--- src/lstat_pkg.sv ---
package lstat_pkg;

   // ==========================================================
   // timing
   localparam int unsigned CLK_MHZ        = 50;
   localparam int unsigned FRAME_LOST_US  = 3000;
   localparam int unsigned FRAME_LOST_CYC = FRAME_LOST_US * CLK_MHZ;

   // ==========================================================
   // widths
   localparam int unsigned ADDR_W  = 12;
   localparam int unsigned CNT_W   = 32;
   localparam int unsigned NUM_CNT = 7;
   localparam int unsigned NUM_FLG = 11;

   // ==========================================================
   // register byte offsets
   localparam logic [11:0] REG_CTRL       = 12'h000;
   localparam logic [11:0] REG_SNAP       = 12'h004;
   localparam logic [11:0] REG_FLAGS      = 12'h008;
   localparam logic [11:0] REG_LABEL      = 12'h00c;
   localparam logic [11:0] REG_CNT_BASE   = 12'h010;
   localparam logic [11:0] REG_LIVE_FLAGS = 12'h02c;

   // ==========================================================
   // field positions and reset values
   localparam int unsigned CTRL_WAN_BIT  = 0;
   localparam int unsigned SNAP_TAKE_BIT = 0;
   localparam logic        CTRL_WAN_RST  = 1'b0;

   // flag bit positions
   localparam int unsigned FLG_RX_ALARM_IND   = 0;
   localparam int unsigned FLG_RX_LOCK_ERR    = 1;
   localparam int unsigned FLG_RX_POWER_ALARM = 2;
   localparam int unsigned FLG_SIGNAL_LOST    = 3;
   localparam int unsigned FLG_CLOCK_LOST     = 4;
   localparam int unsigned FLG_FRAME_UNLOCKED = 5;
   localparam int unsigned FLG_FRAME_LOST     = 6;
   localparam int unsigned FLG_POINTER_LOST   = 7;
   localparam int unsigned FLG_HIGH_ERR_RATE  = 8;
   localparam int unsigned FLG_LOCAL_FAULT    = 9;
   localparam int unsigned FLG_REMOTE_FAULT   = 10;

   // counter indices, register at REG_CNT_BASE + 4*index
   localparam int unsigned CNT_FRAME_CHECK   = 0;
   localparam int unsigned CNT_BAD_PACKET    = 1;
   localparam int unsigned CNT_GOOD_PACKET   = 2;
   localparam int unsigned CNT_RX_FIFO       = 3;
   localparam int unsigned CNT_SECTION_PAR   = 4;
   localparam int unsigned CNT_LINE_PAR      = 5;
   localparam int unsigned CNT_PATH_PAR      = 6;

   // ==========================================================
   // carriers
   typedef struct packed {
      logic rx_err;
      logic rx_lock_err;
      logic rx_power_alarm;
   } lstat_optics_t;

   typedef struct packed {
      logic signal_lost;
      logic clock_lost;
      logic frame_unlocked;
      logic pointer_lost;
      logic high_error_rate;
      logic local_fault;
      logic remote_fault;
   } lstat_framer_t;

   typedef struct packed {
      logic frame_check_err;
      logic bad_packet;
      logic good_packet;
      logic rx_fifo_err;
      logic section_parity_err;
      logic line_parity_err;
      logic path_parity_err;
   } lstat_event_t;

   typedef enum logic [1:0] {
      ST_IDLE = 2'b01,
      ST_ACK  = 2'b10
   } lstat_bus_st_t;

   typedef struct packed {
      lstat_bus_st_t                   st;
      logic                            pready;
      logic                            pslverr;
      logic [31:0]                     prdata;
      logic                            wan_mode;
      logic [NUM_FLG-1:0]              flags;
      logic [NUM_FLG-1:0]              snap_flags;
      logic [31:0]                     unlock_cnt;
      logic [NUM_CNT-1:0][CNT_W-1:0]   cnt;
      logic [NUM_CNT-1:0][CNT_W-1:0]   snap_cnt;
      logic [7:0]                      label;
      logic [7:0]                      snap_label;
   } lstat_state_t;

endpackage

--- src/lstat_top.sv ---
`timescale 1ns/10ps
module lstat_top #(
   parameter int unsigned FRAME_LOST_CYC = lstat_pkg::FRAME_LOST_CYC
) (
   input  wire logic                         clk_i,
   input  wire logic                         resetn_i,
   input  wire logic                         psel_i,
   input  wire logic                         penable_i,
   input  wire logic                         pwrite_i,
   input  wire logic [lstat_pkg::ADDR_W-1:0] paddr_i,
   input  wire logic [31:0]                  pwdata_i,
   output logic                              pready_o,
   output logic [31:0]                       prdata_o,
   output logic                              pslverr_o,
   input  wire lstat_pkg::lstat_optics_t     optics_i,
   input  wire lstat_pkg::lstat_framer_t     framer_i,
   input  wire lstat_pkg::lstat_event_t      event_i,
   input  wire logic [7:0]                   path_signal_label_i
);
   import lstat_pkg::*;

   // ==========================================================
   // register map, byte addresses, one aligned word each
   //   000 control     bit 0 selects WAN framing, LAN after reset
   //   004 snapshot    write bit 0 to take a snapshot, reads zero
   //   008 flags       snapshot of the latched flags
   //   00c label       snapshot of the received path label
   //   010 to 028      snapshot counters, one word each
   //   02c live flags  latched flags of the running interval
   // any other address answers with an error and writes nothing.
   // reading never clears: software writes the snapshot bit once per
   // interval, so a slow or repeated read cannot lose a count.

   // ==========================================================
   // state
   lstat_state_t s_r;
   lstat_state_t s_nxt;

   logic [NUM_FLG-1:0] cond;
   logic [NUM_CNT-1:0] ev;
   logic               frame_lost_cond;
   logic               setup;
   logic               done;
   logic               take_snap;
   logic [11:0]        addr;
   logic               addr_ok;
   logic [31:0]        rdata;
   int unsigned        idx;

   // ==========================================================
   // conditions seen this cycle
   always_comb begin
      // frame timer runs off the framer alone, not gated by signal or clock loss
      frame_lost_cond = framer_i.frame_unlocked
                        && (s_r.unlock_cnt >= 32'(FRAME_LOST_CYC));
      cond = '0;
      cond[FLG_RX_ALARM_IND]   = optics_i.rx_err
                                 | optics_i.rx_lock_err
                                 | optics_i.rx_power_alarm;
      cond[FLG_RX_LOCK_ERR]    = optics_i.rx_lock_err;
      cond[FLG_RX_POWER_ALARM] = optics_i.rx_power_alarm;
      cond[FLG_SIGNAL_LOST]    = framer_i.signal_lost;
      cond[FLG_CLOCK_LOST]     = framer_i.clock_lost;
      cond[FLG_FRAME_UNLOCKED] = s_r.wan_mode & framer_i.frame_unlocked;
      cond[FLG_FRAME_LOST]     = frame_lost_cond;
      cond[FLG_POINTER_LOST]   = s_r.wan_mode & framer_i.pointer_lost;
      cond[FLG_HIGH_ERR_RATE]  = framer_i.high_error_rate;
      cond[FLG_LOCAL_FAULT]    = framer_i.local_fault;
      cond[FLG_REMOTE_FAULT]   = framer_i.remote_fault;

      ev = '0;
      ev[CNT_FRAME_CHECK] = event_i.frame_check_err;
      ev[CNT_BAD_PACKET]  = event_i.bad_packet;
      ev[CNT_GOOD_PACKET] = event_i.good_packet;
      ev[CNT_RX_FIFO]     = event_i.rx_fifo_err;
      ev[CNT_SECTION_PAR] = s_r.wan_mode & event_i.section_parity_err;
      ev[CNT_LINE_PAR]    = s_r.wan_mode & event_i.line_parity_err;
      ev[CNT_PATH_PAR]    = s_r.wan_mode & event_i.path_parity_err;
   end

   // ==========================================================
   // apb decode and read mux
   always_comb begin
      addr    = 12'(paddr_i);
      setup   = psel_i & penable_i & (s_r.st == ST_IDLE);
      done    = psel_i & penable_i & s_r.pready;
      addr_ok = 1'b1;
      rdata   = '0;
      idx     = 0;
      case (addr)
         REG_CTRL:       rdata[CTRL_WAN_BIT] = s_r.wan_mode;
         REG_SNAP:       rdata = '0;
         REG_FLAGS:      rdata[NUM_FLG-1:0] = s_r.snap_flags;
         REG_LABEL:      rdata[7:0] = s_r.snap_label;
         REG_LIVE_FLAGS: rdata[NUM_FLG-1:0] = s_r.flags;
         default: begin
            if (addr >= REG_CNT_BASE && addr < REG_LIVE_FLAGS && addr[1:0] == 2'b00) begin
               idx   = 32'((addr - REG_CNT_BASE) >> 2);
               rdata = 32'(s_r.snap_cnt[idx]);
            end else begin
               addr_ok = 1'b0;
            end
         end
      endcase
      // writing the take bit is the single atomic read point
      take_snap = done & pwrite_i & (addr == REG_SNAP) & pwdata_i[SNAP_TAKE_BIT];
   end

   // ==========================================================
   // next state
   always_comb begin
      s_nxt = s_r;

      // one wait state: data and pready are registered together, on the same edge
      case (s_r.st)
         ST_IDLE: begin
            if (setup) begin
               s_nxt.st      = ST_ACK;
               s_nxt.pready  = 1'b1;
               s_nxt.pslverr = ~addr_ok;
               s_nxt.prdata  = (pwrite_i || !addr_ok) ? 32'h00000000 : rdata;
            end
         end
         ST_ACK: begin
            s_nxt.st      = ST_IDLE;
            s_nxt.pready  = 1'b0;
            s_nxt.pslverr = 1'b0;
         end
         default: begin
            s_nxt.st     = ST_IDLE;
            s_nxt.pready = 1'b0;
         end
      endcase

      if (done && pwrite_i && addr == REG_CTRL) begin
         s_nxt.wan_mode = pwdata_i[CTRL_WAN_BIT];
      end

      // out of frame persistence timer, saturating at the limit
      if (!framer_i.frame_unlocked) begin
         s_nxt.unlock_cnt = '0;
      end else if (s_r.unlock_cnt < 32'(FRAME_LOST_CYC)) begin
         s_nxt.unlock_cnt = s_r.unlock_cnt + 32'h00000001;
      end

      s_nxt.label = path_signal_label_i;

      if (take_snap) begin
         s_nxt.snap_flags = s_r.flags | cond;
         s_nxt.snap_label = s_r.label;
         // a condition present in the snapshot cycle also stays latched, so none is lost
         s_nxt.flags      = cond;
      end else begin
         s_nxt.flags      = s_r.flags | cond;
      end

      for (int i = 0; i < NUM_CNT; i++) begin
         if (take_snap) begin
            s_nxt.snap_cnt[i] = s_r.cnt[i];
            s_nxt.cnt[i]      = CNT_W'(ev[i]);
         end else if (ev[i] && s_r.cnt[i] != {CNT_W{1'b1}}) begin
            // saturate rather than wrap so a long gap between reads never reads small
            s_nxt.cnt[i] = s_r.cnt[i] + CNT_W'(1);
         end
      end
   end

   // ==========================================================
   // register
   always_ff @(posedge clk_i or negedge resetn_i) begin
      if (!resetn_i) begin
         s_r          <= '0;
         s_r.st       <= ST_IDLE;
         s_r.wan_mode <= CTRL_WAN_RST;
      end else begin
         s_r <= s_nxt;
      end
   end

   assign pready_o  = s_r.pready;
   assign prdata_o  = s_r.prdata;
   assign pslverr_o = s_r.pslverr;

endmodule

--- config.mk ---
export PLATFORM = sky130hd
export DESIGN_NAME = lstat_top
export DESIGN_NICKNAME = d
export VERILOG_FILES = /design/src/lstat_pkg.sv /design/src/lstat_top.sv
export SDC_FILE = /design/constraint.sdc
export NUM_CORES = 1
export LEC_CHECK = 0
export ABC_AREA = 0
export ABC_CLOCK_PERIOD_IN_PS = 2100
export BUFFER_PORTS_ARGS = -buffer_cell sky130_fd_sc_hd__clkbuf_2
export CORE_MARGIN = 3
export CORE_UTILIZATION = 50
export DETAILED_ROUTE_END_ITERATION = 7
export PLACE_DENSITY = 0.65
export SLEW_MARGIN = 15
export SYNTH_ARGS = -nofsm -noshare
export SYNTH_HDL_FRONTEND = slang
export SYNTH_SLANG_ARGS = --single-unit
--- constraint.sdc ---
create_clock -name clk_i -period 2.1 [get_ports clk_i]
set_input_delay 0.105 -clock clk_i [delete_from_list [all_inputs] [get_ports clk_i]]
set_output_delay 0.105 -clock clk_i [all_outputs]
set_load 0.02 [all_outputs]
* Word-level counts from Yosys, hierarchy flattened *
Index checks and enable logic that the tools add are counted.

word-level totals
  output and inout port bits = 34
  input port bits = 74
  flip-flop bits (word level) = 555
  memories = 0
  bits in latches = 0
  bits in writable memories = 0
  bits in read-only memories = 0

operators by class
  bitwise logic cells = 15
  divide/modulo/power cells = 0
  shift-type cells = 0
  equal/unequal tests = 15
  $add $sub $neg = 9
  reductions and logical operators = 29
  magnitude comparators = 5
  muxes and demuxes = 30
  $mul = 0

operator list
  cell                   count
  $mux 32                19
  $add 32x1->32 const B  8
  $ne 32x32->1 const B   7
  $bmux 32 s3            1
  $mux 36                1
  $ge 32x18->1 const B   1
  $lt 32x18->1 const B   1
  $lt 30x4->1 const B    1
  $pmux 7 s4             1
  $eq 12x4->1 const B    2
  $mux 21                1
  $reduce_bool 2->1      8
  $sub 12x5->13 const B  1
  $eq 12x3->1 const B    1
  $eq 12x6->1 const B    1
  $ge 12x5->1 const B    1
  $logic_and 1x1->1      12
  $logic_not 12->1       1
  $lt 12x6->1 const B    1
  $and 1x1->1            11
  $mux 11                1
  $or 11x11->11          1
  $pmux 3 s3             1
  $pmux 1 s5             1
  16 further kinds       19

* Depth between registers and ports, before layout *
Gate-level depths: netlist of the first run.

  depth in word-level cells = 10
  gate-level depth with buffers = 9

* Worst setup path before layout of the first run *
OpenSTA, ideal clock, no wires.

  path type = flip-flop to flip-flop
  from = register s_r[371] in the netlist's numbering
  to = register s_r[383] in the netlist's numbering
  data arrival time = 1.931 ns
  period minus slack after synthesis = 2.054 ns
  cell stages (with the launch flop) = 8
  setup slack = 0.046 ns
  setup time = 0.123 ns
  buffers on the path = 1
  required time = 1.977 ns
  cell sequence = dfrtp_1 > nand4_2 > or4_1 > or4_1 > buf_6 > nand4_1 > xor2_1 > nor2_1

on the way
  longest elaborated chain between the ends = 3

RTL lines
  element                                        RTL line                            RTL
  start, declared                                lstat_top.sv:36                     lstat_state_t s_r;
  start signal, assigned                         lstat_top.sv:176                    s_r <= s_nxt;
  $add 32x1->32 or $ne 32x32->1 (tied branches)  lstat_top.sv:163, lstat_top.sv:161
  $mux 32 or $logic_and 1x1->1 (tied branches)   lstat_top.sv:161                    end else if (ev[i] && s_r.cnt[i] != {CNT_W{1'b1}}) begin
  $mux 32 or $reduce_bool 2->1 (tied branches)   n/a

Several ways; a longest one is shown, not always the timed one. The select of a mux whose other input is x is not followed.
A chain may end at the register's enable or synchronous reset.

* Worst setup path after layout of the first run *
  from = register s_r[378] in the netlist's numbering
  to = register s_r[373] in the netlist's numbering

on the way
  longest elaborated chain between the ends = 3

RTL lines
  element                             RTL line
  $ne 32x32->1                        lstat_top.sv:161
  $logic_and 1x1->1                   lstat_top.sv:161
  $reduce_bool 2->1 (no source line)  n/a

Every way passes these cells.

==> results.ini, run 1 <==
[place]
port_buffers=76
dpl.cell_count=3708
pre_cts_slack_ns=-0.1063
place.detailed.hpwl_um=51290
gp_congestion=0.9477
placed_area_um2=29320

[global_route]
use_met3_pct=3.273
busiest_layer=met2
track_usage_pct=25.74
grt_remaining_overflow=0
gr-usage-met1_pct=34.97
use_met2_pct=43.32
grt_max_degree=99
grt_pass1_wl_um=116700
antenna_found_initial=0
grt_pass1_vias=21610

[power]
power.internal_mw=18.32
p_per_area_nw_per_um2=738.4
p_comb_share_pct=6.8
power.switching_mw=5.475
pwr-share-seq_pct=46.6
clock_power_share_pct=46.5
p_leak_nw=15.61
peakVddDrop_mv=0.6447
switching_share_pct=23.01

[yosys]
netlist_top_cells_count=831 x nand2_1, 553 x dfrtp_1, 247 x nor2_1
synthXorXnorAreaFrac_pct=5.798
synth.avg_cell_area_um2=9.293
synth_compound_area_share_pct=6.974
synthMostInstantiatedCell=nand2_1
yosys.area.top_type=dfrtp_1
netlist_instances=2861
synth_top_family_by_area=simple AND/OR/NAND/NOR gates
synth_mux_area_share_pct=4.574
synth.area.top_cells=dfrtp_1 52%, nand2_1 12%, nor2_1 3.5%
synthFlopType=dfrtp_1
ys_ff_latch=554
synth_edf_count=0
async_flop_share_pct=100.0
yosysTopAreaCellShare_pct=52.05
synth-simple-area-share_pct=26.29
syn_nets=2944
ys_types=79
seq_area_frac_synth_pct=52.15
yosys_warnings=0
synthAdderAreaFrac_pct=0.4235
synthesis.area_um2=26590

[die]
initial_core_util_pct=51.20
io_pins=108
die_x_um=236.6
die_area_um2=55980
dieHeight_um=236.6
coreArea_um2=51920
core.rowCount=83

[drt]
vias=21740
ant_nets=0
drtPass1Iterations=6
drt_wl_total_um=72520
routedWlPerCell_um=18.70
via_per_inst=5.608
drcViolationCount=0
drtIter0Drc=1706

[clock_network]
clk_latency_ns=0.63
cts_tree=yes
clock_sinks=554
root_buffer=clkbuf_16
path_clk_slew_ns=0.06
cts_max_path_buffers=3
numCtsBuffers=58
cts_max_level=2

[timing]
layout_worst_path_cycle_share_pct=98.57
grt_setup_unrepaired=true
fmax_mhz=483.1
clock_skew_ns=0.02392
setup_ws_ns=0.03003
min_period_ns=2.070
setup_viol=0
finalHoldViolCount=0
drv_slew=0
relSlewSlack_pct=61.58
worst_slew_pin_slew_ns=0.5763

[setup_path]
endpoint_kind=register
cp.arrival_ns=2.57
cp-start-kind=register
crit_path_max_fanout=5
r2r_slack_ns=0.03
worstSetupPathType=reg2reg
worstPathRequired_ns=2.60

[final_layout]
drive_above_1_share_pct=18.06
area_growth_pct=21.20
fin_cells=3877
fillCellCount=4273
nNetsFinal=3229
final_area_um2=32220

[worst_hold_path]
hold_class=in2reg

[job]
drv_cap=0

[status]
status=completed

-- sequential cells by signal, summed over array words and instances (netlist names) --
name,flops
prdata_o,32
s_r,521
pslverr_o,1
-- power by group through the flow --
stage / Sequential, mW / Clock, mW / Combinational [mW]
after floorplan: 11.3 / 0 / 0.621
after global placement: 11.3 / 0 / 1.50
after detailed placement: 11.3 / 0 / 1.55
after CTS: 11.1 / 11.3 / 1.62
after global routing: 11.1 / 11.7 / 1.80
final: 11.1 / 11.1 / 1.63
-- worst max-delay path: stages, from the launching register on --
cell     delay [ns]
dfrtp_1        0.37
nand3_1        0.08
or4_4          0.54
or4_4          0.46
buf_6          0.16
nand4_1        0.09
xor2_1         0.19
nor2_1         0.06
-- cell families (layout without fill, tap and decap cells) --
kind of cell    after synthesis  in the layout
fa+ha+maj                     9              9
mux                          81             81
xor+xnor                    176            176
compound gates              294            294
flops                       554            554
other cells                   0              2
buf+inv                     200            534
simple gates               1547           1547
-- layout make-up --
cell class	instances	area [um2]	area share (%)
antenna	2	5.005	0.01553
multi-input combinational	2107	11980	37.17
clock inverter	16	232.7	0.7222
timing repair buffer	398	3331	10.34
inverter	27	101.3	0.3145
sequential	554	13870	43.04
clock buffer	93	1857	5.762
tap	680	850.8	2.640
-- cell usage in the layout, fill, tap and decap left out, types with 45 or more instances in the layout --
cell,instances
a21oi_1,77
nor2_1,246
nand4_1,72
dfrtp_1,550
o21ai_0,116
and2_1,46
clkbuf_16,61
nand3_1,104
clkbuf_2,73
mux2i_1,45
xnor2_1,79
buf_4,255
xor2_1,97
nand2_1,831
nor3_1,58
-- routing by layer --
metal / share of wire (%) / up-vias
met5: 0 / -
met4: 3.1 / 0
met3: 4.7 / 144
met2: 49 / 580
met1: 44 / 10790
li1: - / 10230
-- per-stage QoR --
stage	setup TNS, ns	power [mW]	hold WS [ns]	utilization [%]
6_report	0	23.79	0.02268	62.06
5_1_grt	-0.2909	24.61	0.01619	62.05
4_1_cts	0	23.97	0.01619	61.26
3_5_place_dp	-0.5303	12.82	0.04484	56.47
3_3_place_gp	-0.07359	12.75	0.03899	56.47
2_1_floorplan	0	11.96	-0.1906	-
-- path summary, 6_finish.rpt --
check                         start      endpoint  cells after the start
setup / recovery           s_r[378]      s_r[373]                      7
hold / removal             pwrite_i   prdata_o[0]                      4
setup reg to reg           s_r[378]      s_r[373]                      7
hold reg to reg             s_r[15]        s_r[7]                      2
max in group asynchronous  resetn_i  prdata_o[18]                      4
min in group asynchronous  resetn_i      s_r[495]                      3
-- what timing repair did --
action                                  4_1_cts  5_1_grt
cloned                                        1        0
hold buffers                                 32        0
buffers inserted                              4       21
pin swaps                                     4       27
gates resized for setup                       8       51
hold endpoints to repair                    499        0
endpoints found under the setup margin       21       99
No activity file was read; power rests on OpenSTA's default activity.
==> inputs of run 2 (changes only) <==
--- a/config.mk
+++ b/config.mk
@@ -9,9 +9,10 @@
 export ABC_CLOCK_PERIOD_IN_PS = 2100
 export BUFFER_PORTS_ARGS = -buffer_cell sky130_fd_sc_hd__clkbuf_2
 export CORE_MARGIN = 3
-export CORE_UTILIZATION = 50
+export CORE_UTILIZATION = 40
+export CTS_CLUSTER_SIZE = 8
 export DETAILED_ROUTE_END_ITERATION = 7
-export PLACE_DENSITY = 0.65
+export PLACE_DENSITY = 0.54
 export SLEW_MARGIN = 15
 export SYNTH_ARGS = -nofsm -noshare
 export SYNTH_HDL_FRONTEND = slang
==> results.ini, run 2 (synthesized netlist as in run 1, its figures left out) <==
[status]
status=completed

[setup_path]
cp_cell_sequence=and4_1, nand4_1, or3_4, buf_6, o211ai_1, xor2_1, nor2_1
worstPathRequired_ns=2.58  ; -0.02 ns
endpoint_kind=register
cp.arrival_ns=2.58  ; about the same
path_delay_family=simple AND/OR/NAND/NOR gates
cp-start-kind=register
critPathMaxStageDelay_ns=0.47  ; -0.07 ns
critPathBufInv=1  ; unchanged
worstSetupPathType=reg2reg
slowest_stage=or3_4
crit_path_max_fanout=12  ; +7

[global_route]
antenna_found_initial=1  ; +1
grt_pass1_wl_um=121100  ; +3.7%
track_usage_pct=21.71  ; -4.0 points
grt_pass1_vias=21740  ; +0.63%
grt_max_degree=78  ; -21%
grt_remaining_overflow=0  ; unchanged

[timing]
holdWs_ns=0.06175  ; +0.03907 ns
clock_skew_ns=0.02007  ; -0.003851 ns
drv_slew=0  ; unchanged
layout_worst_path_cycle_share_pct=99.73  ; +1.2 points
fmax_mhz=477.5  ; -1.2%
setup_viol=0  ; unchanged
finalHoldViolCount=0  ; unchanged
grt_setup_unrepaired=true
min_period_ns=2.094  ; +0.02442 ns
relSlewSlack_pct=30.97  ; -31 points
worst_slew_pin_slew_ns=1.032  ; +0.4558 ns

[final_layout]
final_common_cell=nand2_1
area_growth_pct=22.89
drive_above_1_share_pct=17.97  ; -0.085 points
mostFrequentLayoutCells=829 x nand2_1, 552 x dfrtp_1, 264 x buf_4
largest_reg_flops=521  ; unchanged
nNetsFinal=3265  ; +1.1%
largest_register=s_r
multiInputGateArea_um2=11970  ; about the same
regArea_um2=13870  ; about the same
fillCellCount=5972  ; +40%
fin_util_pct=50.23  ; -12 points

[power]
pwr-share-seq_pct=45.7  ; -0.9 points
clock_power_share_pct=47.3  ; +0.8 points
p_per_area_nw_per_um2=744.4  ; +0.80%
power.internal_mw=18.63  ; +1.7%
switching_share_pct=23.38  ; +0.37 points
p_leak_nw=15.72  ; +0.70%
peakVddDrop_mv=0.6891  ; +6.9%
power.switching_mw=5.687  ; +3.9%
p_comb_share_pct=7.0  ; +0.2 points

[drt]
routedWlPerCell_um=18.72  ; +0.11%
drtIter0Drc=1618  ; -5.2%
drt_wl_total_um=75950  ; +4.7%
via_per_inst=5.314  ; -5.2%
drcViolationCount=0  ; unchanged
vias=21560  ; -0.86%
ant_nets=0  ; unchanged
drtPass1Iterations=5  ; -1

[clock_network]
path_clk_slew_ns=0.05  ; about the same
root_buffer=clkbuf_16
clock_sinks=554  ; unchanged
cts_tree=yes
cts_max_path_buffers=3  ; unchanged
clk_latency_ns=0.61  ; -0.02 ns
numCtsBuffers=79  ; +36%
cts_max_level=3  ; +1

[worst_hold_path]
hold_class=in2reg

[job]
drv_cap=0  ; unchanged

[die]
die_area_um2=69600  ; +24%
core.rowCount=93  ; +12%
initial_core_util_pct=40.87  ; -10 points
io_pins=108  ; unchanged
coreArea_um2=65050  ; +25%
dieHeight_um=263.8  ; +12%
die_x_um=263.8  ; +12%

[place]
port_buffers=76  ; unchanged
place.detailed.hpwl_um=54540  ; +6.3%
gp_congestion=0.9462  ; -0.16%

-- run 2: changes by cell type in the layout (fill, tap and decap cells not counted), moves of 3 or more --
cell / delta
bufinv_16: -6
and4_2: -3
inv_6: +3
o2111ai_1: +4
buf_4: +9
clkinv_2: -9
o2111ai_2: -5
clkbuf_8: -20
clkbuf_16: +22
and4_1: +4
buf_12: +4
-- run 2: worst paths after layout --
| kind | end | cells after the start | slack (ns) | from |
|---|---|---|---|---|
| max | s_r[308] | 7 | 0.006 | s_r[332] |
| min | pslverr_o | 5 | 0.06 | paddr_i[9] |
| max reg2reg | s_r[308] | 7 | 0.006 | s_r[332] |
| min reg2reg | s_r[4] | 2 | 0.44 | s_r[12] |
| max in group asynchronous | s_r[211] | 3 | 0.49 | resetn_i |
| min in group asynchronous | s_r[500] | 3 | 0.16 | resetn_i |
-- run 2: repair_timing --
action | in CTS | in global routing
setup buffers | 0 | 6
setup endpoints to repair | 6 | 79
gates resized for setup | 4 | 47
hold endpoints to repair | 521 | 0
hold buffers | 32 | 0
gates cloned | 0 | 1
pin swaps | 0 | 25
-- run 2: area by class of cell --
type | instances | share of cell area [%]
Antenna cell | 2 | 0.01532
Clock buffer | 95 | 6.525
Clock inverter | 3 | 0.08042
Inverter | 27 | 0.3102
Multi-Input combinational cell | 2107 | 36.64
Sequential cell | 554 | 42.44
Tap cell | 855 | 3.274
Timing Repair Buffer | 413 | 10.71
-- run 2: per-layer routing --
layer / vias to the layer above / routed length [um] / track usage (%)
li1: 10270 / - / -
met1: 10700 / 34590 / 30.05
met2: 455 / 36230 / 35.46
met3: 130 / 2951 / 3.018
met4: 0 / 2168 / 6.876
met5: - / 0 / 0
-- run 2: worst min-delay path, delay by kind of cell --
| family | cells | cell delay, ns |
|---|---|---|
| buf+inv | 2 | 0.20 |
| compound gates | 1 | 0.13 |
| simple gates | 2 | 0.18 |
-- run 2: through the flow --
stage	worst slack, ns	TNS, ns	total power, mW	area, um2	instances
after CTS	-0.01695	-0.03372	24.63	32370	4047
after global placement	-0.04660	-0.04660	12.88	29870	3917
after detailed placement	-0.06314	-0.09365	12.93	29870	3917
final	0.005603	0	24.32	32670	4056
after floorplan	0.04635	0	11.96	26590	2861
after global routing	-0.03602	-0.1759	25.27	32670	4055
-- run 2: power by group through the flow --
| stage | Combinational, mW | Clock, mW | Sequential (mW) |
|---|---|---|---|
| floorplan | 0.621 | 0 | 11.3 |
| global placement | 1.63 | 0 | 11.2 |
| detailed placement | 1.66 | 0 | 11.3 |
| CTS | 1.73 | 11.8 | 11.1 |
| global route | 1.90 | 12.2 | 11.1 |
| finish | 1.71 | 11.5 | 11.1 |
